[src/hdl/ef_stage_defs.vh]
// Purpose: Constants for the earth fault stage indication block
// Assumes: 50 MHz sys_clk, AXI4-Lite register access
// Notes: Contract list below
//
// Contract
// - Asserted block input inhibits its own stage, low or high.
// - Remote selection on: select 0 gives sine, 1 gives cosine characteristic.
// - Trip only if start persists for the stage operate time.
// - Indicator yellow while started, red once tripped.
// - Each of four indications is self-reset or manual-reset by mode switches.
// - Manual start, self-reset trip: red on trip, yellow remains afterwards.
// - Manual indications clear on reset button or either remote reset command.
// - Unreset indications never affect starting or tripping.
// - Shortly after permanent fault: fault lamp and supervision relay together.
// - Display shows a fault code identifying the fault type.
// - Fault code: red leading one plus three green digits, reset-proof.
// - Settings on three right digits, knob LED marks shown setting.
// - Low stage start current 1 to 10 percent.
// - Low operate time 0.1-1.0 s, or 1.0-10.0 s with switch five.
// - High start 5-40 percent, or 1-8 percent with switch six.
// - Infinite high start setting takes high stage out of function.
// - Reverse high stage shows setting negative with red minus sign.
// - High stage operate time 0.1 to 1.0 s.
// - Switch group LED lit: display checksum of switch positions.
// - Two reclose start-initiation outputs besides stage start and trip outputs.
// - Routing switches gate blocking inputs and routed start outputs.
`ifndef EF_STAGE_DEFS_VH
`define EF_STAGE_DEFS_VH

// ==========================================
// Register offsets
`define OFS_SWITCH 8'h00
`define OFS_LOW_SET 8'h04
`define OFS_HIGH_SET 8'h08
`define OFS_DISP_SEL 8'h0c
`define OFS_RESET_CMD 8'h10
`define OFS_STATUS 8'h14
`define OFS_DISPLAY 8'h18

// ==========================================
// Reset values
`define RST_SWITCH 32'h00000000
`define RST_LOW_SET 32'h00000101
`define RST_HIGH_SET 32'h00000105

// ==========================================
// Front switch positions
`define SW_REVERSE 0
`define SW_REMOTE 1
`define SW_LOCAL_COS 2
`define SW_LATCH 3
`define SW_LONG_TIME 4
`define SW_HIGH_LOW_RANGE 5

// ==========================================
// Setting limits
`define LOW_START_MIN 8'h01
`define LOW_START_MAX 8'h0a
`define LOW_TIME_MIN 8'h01
`define LOW_TIME_MAX 8'h0a
`define LOW_TIME_LMIN 8'h0a
`define LOW_TIME_LMAX 8'h64
`define HIGH_START_MIN 8'h05
`define HIGH_START_MAX 8'h28
`define HIGH_START_LMIN 8'h01
`define HIGH_START_LMAX 8'h08
`define HIGH_START_INF 8'hff
`define HIGH_TIME_MIN 8'h01
`define HIGH_TIME_MAX 8'h0a

// ==========================================
// Display selection codes
`define DSP_LOW_START 3'h0
`define DSP_LOW_TIME 3'h1
`define DSP_HIGH_START 3'h2
`define DSP_HIGH_TIME 3'h3
`define DSP_CHECKSUM 3'h4

// ==========================================
// Timing
`define TIME_STEP_MS 100
`define CLK_MHZ 50
`define TICK_CYCLES (`TIME_STEP_MS * 1000 * `CLK_MHZ)
`define FAULT_CONFIRM_CYCLES 8'h10

`endif

[src/hdl/stage_timer.v]
// Purpose: Definite time operate timer of one protection stage
// Assumes: tick is a one-cycle pulse each 0.1 s
// Notes: Output latch held until clear
`timescale 1ns/1ns
module stage_timer #(
	parameter CNT_W = 8
) (
	// Clock and reset
	input wire sys_clk,
	input wire rst_b,
	// Timing
	input wire tick,
	input wire [CNT_W-1:0] time_set,
	// Stage control
	input wire start,
	input wire latch_en,
	input wire clear,
	output reg trip_reg
);

// ==========================================
// Operate time counter
reg [CNT_W-1:0] count_reg;
reg [CNT_W-1:0] count_next;
reg trip_next;

always @* begin
	count_next = count_reg;
	trip_next = trip_reg;
	if (!start) begin
		count_next = {CNT_W{1'b0}};
		if (!latch_en || clear)
			trip_next = 1'b0;
	end else begin
		if (tick && count_reg <= time_set)
			count_next = count_reg + 1'b1;
		if (count_reg > time_set)
			trip_next = 1'b1;
		else if (clear)
			trip_next = 1'b0;
	end
end

always @(posedge sys_clk) begin
	if (!rst_b) begin
		count_reg <= {CNT_W{1'b0}};
		trip_reg <= 1'b0;
	end else begin
		count_reg <= count_next;
		trip_reg <= trip_next;
	end
end

endmodule

[src/hdl/earth_fault_stage_indication.v]
// Purpose: Stage start, trip, indication, blocking and display logic
// Assumes: Measured components arrive in whole percent of rated current
// Notes: Registers over AXI4-Lite, operate times in 0.1 s steps
//
// Added by the designer: the AXI4-Lite interface to the registers and the register offsets.
`timescale 1ns/1ns
`include "ef_stage_defs.vh"
module earth_fault_stage_indication #(
	parameter TICK_CYCLES = `TICK_CYCLES
) (
	// Clock and reset
	input wire sys_clk,
	input wire rst_b,
	// AXI4-Lite write
	input wire [7:0] s_axi_awaddr,
	input wire s_axi_awvalid,
	output wire s_axi_awready,
	input wire [31:0] s_axi_wdata,
	input wire [3:0] s_axi_wstrb,
	input wire s_axi_wvalid,
	output wire s_axi_wready,
	output reg [1:0] s_axi_bresp,
	output reg s_axi_bvalid,
	input wire s_axi_bready,
	// AXI4-Lite read
	input wire [7:0] s_axi_araddr,
	input wire s_axi_arvalid,
	output wire s_axi_arready,
	output reg [31:0] s_axi_rdata,
	output reg [1:0] s_axi_rresp,
	output reg s_axi_rvalid,
	input wire s_axi_rready,
	// Measurement
	input wire [7:0] level_sin,
	input wire [7:0] level_cos,
	input wire voltage_above,
	input wire direction_reverse,
	// External controls
	input wire low_stage_block,
	input wire high_stage_block,
	input wire characteristic_select,
	input wire reset_button,
	// Self-supervision
	input wire internal_fault,
	input wire [11:0] fault_code,
	// Stage outputs
	output reg low_stage_start_out,
	output wire low_stage_trip_out,
	output reg high_stage_start_out,
	output wire high_stage_trip_out,
	output reg reclose_initiate_a,
	output reg reclose_initiate_b,
	// Indicators
	output reg [1:0] lamp_yellow,
	output reg [1:0] lamp_red,
	output reg self_fault_lamp,
	output reg supervision_relay,
	// Display
	output reg disp_red_one,
	output reg disp_red_minus,
	output reg [11:0] disp_digits,
	output reg [4:0] setting_leds
);

// ==========================================
// Helpers
function [7:0] clamp;
	input [7:0] v;
	input [7:0] lo;
	input [7:0] hi;
	begin
		clamp = (v < lo) ? lo : ((v > hi) ? hi : v);
	end
endfunction

function [11:0] to_bcd;
	input [7:0] v;
	reg [19:0] s;
	integer i;
	begin
		s = {12'h000, v};
		for (i = 0; i < 8; i = i + 1) begin
			if (s[11:8] > 4'h4)
				s[11:8] = s[11:8] + 4'h3;
			if (s[15:12] > 4'h4)
				s[15:12] = s[15:12] + 4'h3;
			if (s[19:16] > 4'h4)
				s[19:16] = s[19:16] + 4'h3;
			s = {s[18:0], 1'b0};
		end
		to_bcd = s[19:8];
	end
endfunction

// ==========================================
// Registers
reg [31:0] switch_reg;
reg [31:0] low_set_reg;
reg [31:0] high_set_reg;
reg [2:0] disp_sel_reg;
reg clear_pulse_reg;

wire [7:0] front_switch_group = switch_reg[7:0];
wire [3:0] indicator_mode_switches = switch_reg[11:8];
wire [3:0] board_routing_switches = switch_reg[19:16];

// ==========================================
// AXI4-Lite slave
reg aw_held_reg;
reg w_held_reg;
reg [7:0] aw_addr_reg;
reg [31:0] w_data_reg;
reg [3:0] w_strb_reg;
wire aw_take = s_axi_awvalid && s_axi_awready;
wire w_take = s_axi_wvalid && s_axi_wready;
wire [7:0] wr_addr = aw_held_reg ? aw_addr_reg : s_axi_awaddr;
wire [31:0] wr_data = w_held_reg ? w_data_reg : s_axi_wdata;
wire [3:0] wr_strb = w_held_reg ? w_strb_reg : s_axi_wstrb;
wire wr_fire = (aw_held_reg || aw_take) && (w_held_reg || w_take) && !s_axi_bvalid;
wire wr_known = wr_addr == `OFS_SWITCH || wr_addr == `OFS_LOW_SET || wr_addr == `OFS_HIGH_SET ||
	wr_addr == `OFS_DISP_SEL || wr_addr == `OFS_RESET_CMD;

assign s_axi_awready = !aw_held_reg && !s_axi_bvalid;
assign s_axi_wready = !w_held_reg && !s_axi_bvalid;
assign s_axi_arready = !s_axi_rvalid;

function [31:0] merge;
	input [31:0] old;
	input [31:0] d;
	input [3:0] be;
	integer k;
	begin
		merge = old;
		for (k = 0; k < 4; k = k + 1)
			if (be[k])
				merge[k*8 +: 8] = d[k*8 +: 8];
	end
endfunction

always @(posedge sys_clk) begin
	if (!rst_b) begin
		aw_held_reg <= 1'b0;
		w_held_reg <= 1'b0;
		aw_addr_reg <= 8'h00;
		w_data_reg <= 32'h00000000;
		w_strb_reg <= 4'h0;
		s_axi_bvalid <= 1'b0;
		s_axi_bresp <= 2'h0;
		switch_reg <= `RST_SWITCH;
		low_set_reg <= `RST_LOW_SET;
		high_set_reg <= `RST_HIGH_SET;
		disp_sel_reg <= `DSP_LOW_START;
		clear_pulse_reg <= 1'b0;
	end else begin
		clear_pulse_reg <= 1'b0;
		if (s_axi_bvalid && s_axi_bready)
			s_axi_bvalid <= 1'b0;
		if (wr_fire) begin
			aw_held_reg <= 1'b0;
			w_held_reg <= 1'b0;
			s_axi_bvalid <= 1'b1;
			s_axi_bresp <= wr_known ? 2'h0 : 2'h2;
			case (wr_addr)
				`OFS_SWITCH: switch_reg <= merge(switch_reg, wr_data, wr_strb) & 32'h000f0fff;
				`OFS_LOW_SET: low_set_reg <= merge(low_set_reg, wr_data, wr_strb) & 32'h0000ffff;
				`OFS_HIGH_SET: high_set_reg <= merge(high_set_reg, wr_data, wr_strb) & 32'h0000ffff;
				`OFS_DISP_SEL: begin
					if (wr_strb[0])
						disp_sel_reg <= wr_data[2:0];
				end
				`OFS_RESET_CMD: begin
					if (wr_strb[0] && wr_data[1:0] != 2'h0)
						clear_pulse_reg <= 1'b1;
				end
				default: begin
				end
			endcase
		end else begin
			if (aw_take) begin
				aw_held_reg <= 1'b1;
				aw_addr_reg <= s_axi_awaddr;
			end
			if (w_take) begin
				w_held_reg <= 1'b1;
				w_data_reg <= s_axi_wdata;
				w_strb_reg <= s_axi_wstrb;
			end
		end
	end
end

// ==========================================
// Effective settings
reg [7:0] low_start_eff;
reg [7:0] low_time_eff;
reg [7:0] high_start_eff;
reg [7:0] high_time_eff;
reg high_off;

always @* begin
	low_start_eff = clamp(low_set_reg[7:0], `LOW_START_MIN, `LOW_START_MAX);
	if (front_switch_group[`SW_LONG_TIME])
		low_time_eff = clamp(low_set_reg[15:8], `LOW_TIME_LMIN, `LOW_TIME_LMAX);
	else
		low_time_eff = clamp(low_set_reg[15:8], `LOW_TIME_MIN, `LOW_TIME_MAX);
	high_off = high_set_reg[7:0] == `HIGH_START_INF;
	if (front_switch_group[`SW_HIGH_LOW_RANGE])
		high_start_eff = clamp(high_set_reg[7:0], `HIGH_START_LMIN, `HIGH_START_LMAX);
	else
		high_start_eff = clamp(high_set_reg[7:0], `HIGH_START_MIN, `HIGH_START_MAX);
	high_time_eff = clamp(high_set_reg[15:8], `HIGH_TIME_MIN, `HIGH_TIME_MAX);
end

// ==========================================
// Time base
reg [31:0] tick_cnt_reg;
reg tick_reg;

always @(posedge sys_clk) begin
	if (!rst_b) begin
		tick_cnt_reg <= 32'h00000000;
		tick_reg <= 1'b0;
	end else if (tick_cnt_reg >= TICK_CYCLES - 1) begin
		tick_cnt_reg <= 32'h00000000;
		tick_reg <= 1'b1;
	end else begin
		tick_cnt_reg <= tick_cnt_reg + 32'h00000001;
		tick_reg <= 1'b0;
	end
end

// ==========================================
// Stage start conditions
wire use_cos = front_switch_group[`SW_REMOTE] ? characteristic_select :
	front_switch_group[`SW_LOCAL_COS];
wire [7:0] level = use_cos ? level_cos : level_sin;
wire low_blk = board_routing_switches[0] && low_stage_block;
wire high_blk = board_routing_switches[1] && high_stage_block;
wire high_dir_ok = front_switch_group[`SW_REVERSE] ? direction_reverse : !direction_reverse;
wire low_start = voltage_above && !direction_reverse && level >= low_start_eff && !low_blk;
wire high_start = voltage_above && high_dir_ok && !high_off && level >= high_start_eff && !high_blk;
wire any_clear = clear_pulse_reg || reset_button;
wire low_trip;
wire high_trip;

stage_timer #(
	.CNT_W(8)
) low_timer (
	.sys_clk(sys_clk),
	.rst_b(rst_b),
	.tick(tick_reg),
	.time_set(low_time_eff),
	.start(low_start),
	.latch_en(front_switch_group[`SW_LATCH]),
	.clear(any_clear),
	.trip_reg(low_trip)
);

stage_timer #(
	.CNT_W(8)
) high_timer (
	.sys_clk(sys_clk),
	.rst_b(rst_b),
	.tick(tick_reg),
	.time_set(high_time_eff),
	.start(high_start),
	.latch_en(front_switch_group[`SW_LATCH]),
	.clear(any_clear),
	.trip_reg(high_trip)
);

assign low_stage_trip_out = low_trip;
assign high_stage_trip_out = high_trip;

always @(posedge sys_clk) begin
	if (!rst_b) begin
		low_stage_start_out <= 1'b0;
		high_stage_start_out <= 1'b0;
		reclose_initiate_a <= 1'b0;
		reclose_initiate_b <= 1'b0;
	end else begin
		low_stage_start_out <= low_start;
		high_stage_start_out <= high_start;
		reclose_initiate_a <= board_routing_switches[2] && low_start;
		reclose_initiate_b <= board_routing_switches[3] && high_start;
	end
end

// ==========================================
// Operation indicators
wire [3:0] live_cond = {high_trip, high_start, low_trip, low_start};
reg [3:0] ind_reg;
genvar g;

generate
	for (g = 0; g < 4; g = g + 1) begin : ind_gen
		always @(posedge sys_clk) begin
			if (!rst_b)
				ind_reg[g] <= 1'b0;
			else if (live_cond[g])
				ind_reg[g] <= 1'b1;
			else if (!indicator_mode_switches[g] || any_clear)
				ind_reg[g] <= 1'b0;
		end
	end
endgenerate

always @(posedge sys_clk) begin
	if (!rst_b) begin
		lamp_yellow <= 2'h0;
		lamp_red <= 2'h0;
	end else begin
		lamp_red <= {ind_reg[3], ind_reg[1]};
		lamp_yellow <= {ind_reg[2] && !ind_reg[3], ind_reg[0] && !ind_reg[1]};
	end
end

// ==========================================
// Self-supervision
reg [7:0] fault_cnt_reg;
reg fault_seen_reg;

always @(posedge sys_clk) begin
	if (!rst_b) begin
		fault_cnt_reg <= 8'h00;
		self_fault_lamp <= 1'b0;
		supervision_relay <= 1'b0;
		fault_seen_reg <= 1'b0;
	end else if (!internal_fault) begin
		fault_cnt_reg <= 8'h00;
	end else if (fault_cnt_reg < `FAULT_CONFIRM_CYCLES) begin
		fault_cnt_reg <= fault_cnt_reg + 8'h01;
	end else begin
		self_fault_lamp <= 1'b1;
		supervision_relay <= 1'b1;
		fault_seen_reg <= fault_code != 12'h000;
	end
end

// ==========================================
// Display
always @(posedge sys_clk) begin
	if (!rst_b) begin
		disp_red_one <= 1'b0;
		disp_red_minus <= 1'b0;
		disp_digits <= 12'h000;
		setting_leds <= 5'h00;
	end else if (fault_seen_reg) begin
		disp_red_one <= 1'b1;
		disp_red_minus <= 1'b0;
		disp_digits <= fault_code;
		setting_leds <= 5'h00;
	end else begin
		disp_red_one <= 1'b0;
		disp_red_minus <= 1'b0;
		setting_leds <= 5'h00;
		case (disp_sel_reg)
			`DSP_LOW_START: begin
				disp_digits <= to_bcd(low_start_eff);
				setting_leds[0] <= 1'b1;
			end
			`DSP_LOW_TIME: begin
				disp_digits <= to_bcd(low_time_eff);
				setting_leds[1] <= 1'b1;
			end
			`DSP_HIGH_START: begin
				disp_digits <= high_off ? 12'hfff : to_bcd(high_start_eff);
				disp_red_minus <= front_switch_group[`SW_REVERSE];
				setting_leds[2] <= 1'b1;
			end
			`DSP_HIGH_TIME: begin
				disp_digits <= to_bcd(high_time_eff);
				setting_leds[3] <= 1'b1;
			end
			default: begin
				disp_digits <= to_bcd(front_switch_group);
				setting_leds[4] <= 1'b1;
			end
		endcase
	end
end

// ==========================================
// Register read
always @(posedge sys_clk) begin
	if (!rst_b) begin
		s_axi_rvalid <= 1'b0;
		s_axi_rdata <= 32'h00000000;
		s_axi_rresp <= 2'h0;
	end else if (s_axi_rvalid) begin
		if (s_axi_rready)
			s_axi_rvalid <= 1'b0;
	end else if (s_axi_arvalid) begin
		s_axi_rvalid <= 1'b1;
		s_axi_rresp <= 2'h0;
		case (s_axi_araddr)
			`OFS_SWITCH: s_axi_rdata <= switch_reg;
			`OFS_LOW_SET: s_axi_rdata <= low_set_reg;
			`OFS_HIGH_SET: s_axi_rdata <= high_set_reg;
			`OFS_DISP_SEL: s_axi_rdata <= {29'h00000000, disp_sel_reg};
			`OFS_RESET_CMD: s_axi_rdata <= 32'h00000000;
			`OFS_STATUS: s_axi_rdata <= {18'h00000, supervision_relay, self_fault_lamp, lamp_red, lamp_yellow,
				ind_reg, high_trip, high_start, low_trip, low_start};
			`OFS_DISPLAY: s_axi_rdata <= {13'h0000, disp_red_one, disp_red_minus, setting_leds, disp_digits};
			default: begin
				s_axi_rdata <= 32'h00000000;
				s_axi_rresp <= 2'h2;
			end
		endcase
	end
end

endmodule

[config.mk]
export PLATFORM = sky130hd
export DESIGN_NAME = earth_fault_stage_indication
export DESIGN_NICKNAME = d
export VERILOG_FILES = /design/src/hdl/stage_timer.v /design/src/hdl/earth_fault_stage_indication.v
export VERILOG_INCLUDE_DIRS = /design/src /design/src/hdl
export SDC_FILE = /design/constraint.sdc
export NUM_CORES = 1
export LEC_CHECK = 0
export BUFFER_PORTS_ARGS = -buffer_cell sky130_fd_sc_hd__buf_4
export CAP_MARGIN = 10
export CORE_AREA = 2 2 185 187
export DETAILED_ROUTE_END_ITERATION = 10
export DIE_AREA = 0 0 187 189
export GPL_ROUTABILITY_DRIVEN = 0
export MAX_ROUTING_LAYER = met4
export PLACE_DENSITY = 0.67
export SLEW_MARGIN = 20
export SYNTH_ARGS = -nofsm -noshare
export SYNTH_HDL_FRONTEND = slang
export SYNTH_HIERARCHICAL = 1
export SYNTH_SLANG_ARGS = --single-unit
[constraint.sdc]
create_clock -name sys_clk -period 11.8 [get_ports sys_clk]
set_input_delay 3.54 -clock sys_clk [delete_from_list [all_inputs] [get_ports sys_clk]]
set_output_delay 3.54 -clock sys_clk [all_outputs]
set_load 0.01 [all_outputs]
==> metrics.cfg <==
[clocking]
hold_buffers = 0
numClockSinks = 201
cts_max_level = 1
path_clk_slew_ps = 60
root_buffer = clkbuf_16
numCtsBuffers = 23
cts_tree = yes
clk_latency_ps = 530
clk_path_buf_depth = 3
postCtsSetupBuffers = 0
cts_resized = 0

[pwr]
finalPower_mw = 1.76
vdd_drop_max_v = 0.0000904
internal_power_mw = 1.27
leakagePower_nw = 6.47
p_per_area_mw_per_mm2 = 113
clockPowerShare = 0.419
pwr-share-seq = 0.406
switchingPower_mw = 0.484
combPwrFrac = 0.175
switching_share = 0.275

[finish]
register_area_mm2 = 0.00402
diodes = 0
multiInputGateArea_mm2 = 0.00874
nets = 1941
drive_gt1_frac = 0.148
syn2layout_area_growth_pct = 17.6
largest_register_ffs = 32
fillers = 3253

[setup_path]
crit_path_max_fanout = 8
rr_worst_depth = 22
critPathKind = in -> reg
worstSetupEndpointType = flip-flop
crit_arrival_ps = 7190
start_kind = input pin
worstPathRequired_ps = 12220

[min_path]
hp-class = reg -> reg
hold_depth = 2

[drt]
vias = 11959
drt_wl_total_um = 37600
drt-initial-drc-count = 905
ant_nets = 0
avgViaCountPerCell = 5.41
drt_pass1_iterations = 5
drc = 0
routedWlPerCell_um = 17.0

[timing]
max_freq_mhz = 148
finalHoldViolCount = 0
min_period_ps = 6770
worst_pin_slew_ps = 1040
drv_slew = 0
min_period_over_period = 0.574
setup_viol = 0
setup_tns_ps = 0
slew_headroom = 0.300
grt_setup_unrepaired = false
fin_skew_ps = 14.0

[synth]
syn_area_mm2 = 0.0132
async_flop_share = 0
syn_avg_cell_area_um2 = 8.27
synth_seq_cells = 201
synthCells = 1593
synth_top_area_share = 0.305
synth.most_common_cell = dfxtp_1
synth_ff_type = dfxtp_1
yosysUniqueCellTypes = 109
synth.yosys.seq_area_share = 0.305
synth_edf_count = 0
yosys-top-cells-area = dfxtp_1 (31%), ha_1 (9.5%), mux2i_1 (6.6%)
yosysTopAreaCell = dfxtp_1
synthTopCellsByCount = dfxtp_1 (201), nor2_1 (189), nand2_1 (146), a21oi_1 (116), ha_1 (100)
ys_warn_count = 6

[die]
start_util = 0.396
fp.dieW_um = 187
io_pins = 166
die_area_mm2 = 0.0353
core_mm2 = 0.0333
rows = 67
die_h_um = 189

[grt]
antenna_found_initial = 0
grt_pass1_vias = 11197
grt_max_degree = 81
grt_usage = 0.212
grt-ovfl-total = 0
grt_pass1_wl_um = 59400

[placed_design]
hpwlAfterDp_um = 29200
io_buffers = 138

[job]
maxCapViolations = 0

[outcome]
status = finished clean

through the flow:
step | utilization | instance area (um^2) | setup WS (ps) | std cells | hold WS, ps
2_1_floorplan | - | 13400 | 4670 | 1655 | 422
3_3_place_gp | 0.442 | 14700 | 4490 | 2170 | 438
3_5_place_dp | 0.442 | 14700 | 4490 | 2170 | 446
4_1_cts | 0.465 | 15500 | 5040 | 2210 | 454
5_1_grt | 0.466 | 15500 | 4760 | 2210 | 472
6_report | 0.466 | 15500 | 5030 | 2210 | 451
power groups by stage:
stage               logic [mW]  registers [mW]  clock network [mW]
floorplan                0.215           0.722                   0
global placement         0.288           0.728                   0
detailed placement       0.293           0.728                   0
CTS                      0.294           0.713               0.749
finish                   0.307           0.713               0.737
global route             0.340           0.715               0.778
area by class of cell:
| type | instances | area share |
|---|---|---|
| Multi-Input combinational cell | 1296 | 0.564 |
| Sequential cell | 201 | 0.260 |
| Timing Repair Buffer | 147 | 0.0712 |
| Clock buffer | 29 | 0.0399 |
| Tap cell | 448 | 0.0362 |
| Inverter | 78 | 0.0189 |
| Clock inverter | 11 | 0.0101 |
per-layer routing:
layer / vias up / GRT usage / share of wire
met3: 71 / 0.0500 / 0.082
li1: 5920 / - / -
met1: 5617 / 0.274 / 0.44
met5: - / - / 0
met2: 351 / 0.330 / 0.44
met4: 0 / 0.0611 / 0.031
worst paths after layout:
check / from / slack (ps) / endpoint
worst max-delay path: characteristic_select / 5030 / high_timer/count_reg[5]
worst max register to register: switch_reg[4] / 5540 / disp_digits[1]
worst min register to register: w_data_reg[6] / 450 / w_data_reg[6]
worst min-delay path: w_data_reg[6] / 450 / w_data_reg[6]
placed cells by master (no fill, tap or decap), types with 11 or more instances in the layout:
cell / n
o21ai_0: 57
mux2_2: 28
mux2i_1: 87
nand4_1: 11
clkbuf_16: 23
nor3_1: 33
a31oi_1: 12
and2_1: 22
and3_1: 20
inv_1: 77
conb_1: 64
a22oi_1: 25
ha_1: 100
nor2b_1: 23
nand3_1: 39
nor2_1: 189
xor2_1: 24
a21o_1: 20
dfxtp_1: 201
a211oi_1: 16
o211ai_1: 11
a21oi_1: 116
xnor2_1: 40
nand2b_1: 26
nand2_1: 146
buf_4: 147
cells by family after synthesis:
family                   synth area share
AO/OA/AOI/OAI                       0.196
multiplexers                       0.0900
AND/OR/NAND/NOR                     0.217
buffers and inverters              0.0501
adder cells (fa/ha/maj)            0.0965
XOR/XNOR                           0.0446
flip-flops                          0.305
other                            0.000570
critical path, cell delays in order:
cell,delay [ps]
buf_4,100
mux2i_1,610
mux2i_1,340
ha_1,260
nand2b_1,140
a21o_1,170
a21o_1,170
a21o_1,160
a21o_1,170
maj3_1,350
a21o_1,190
a21oi_1,160
nor3_1,60
buf_4,180
and2_1,240
nand2_1,100
a21oi_1,40
a31o_1,200
Power figures use the tool's default switching activity.
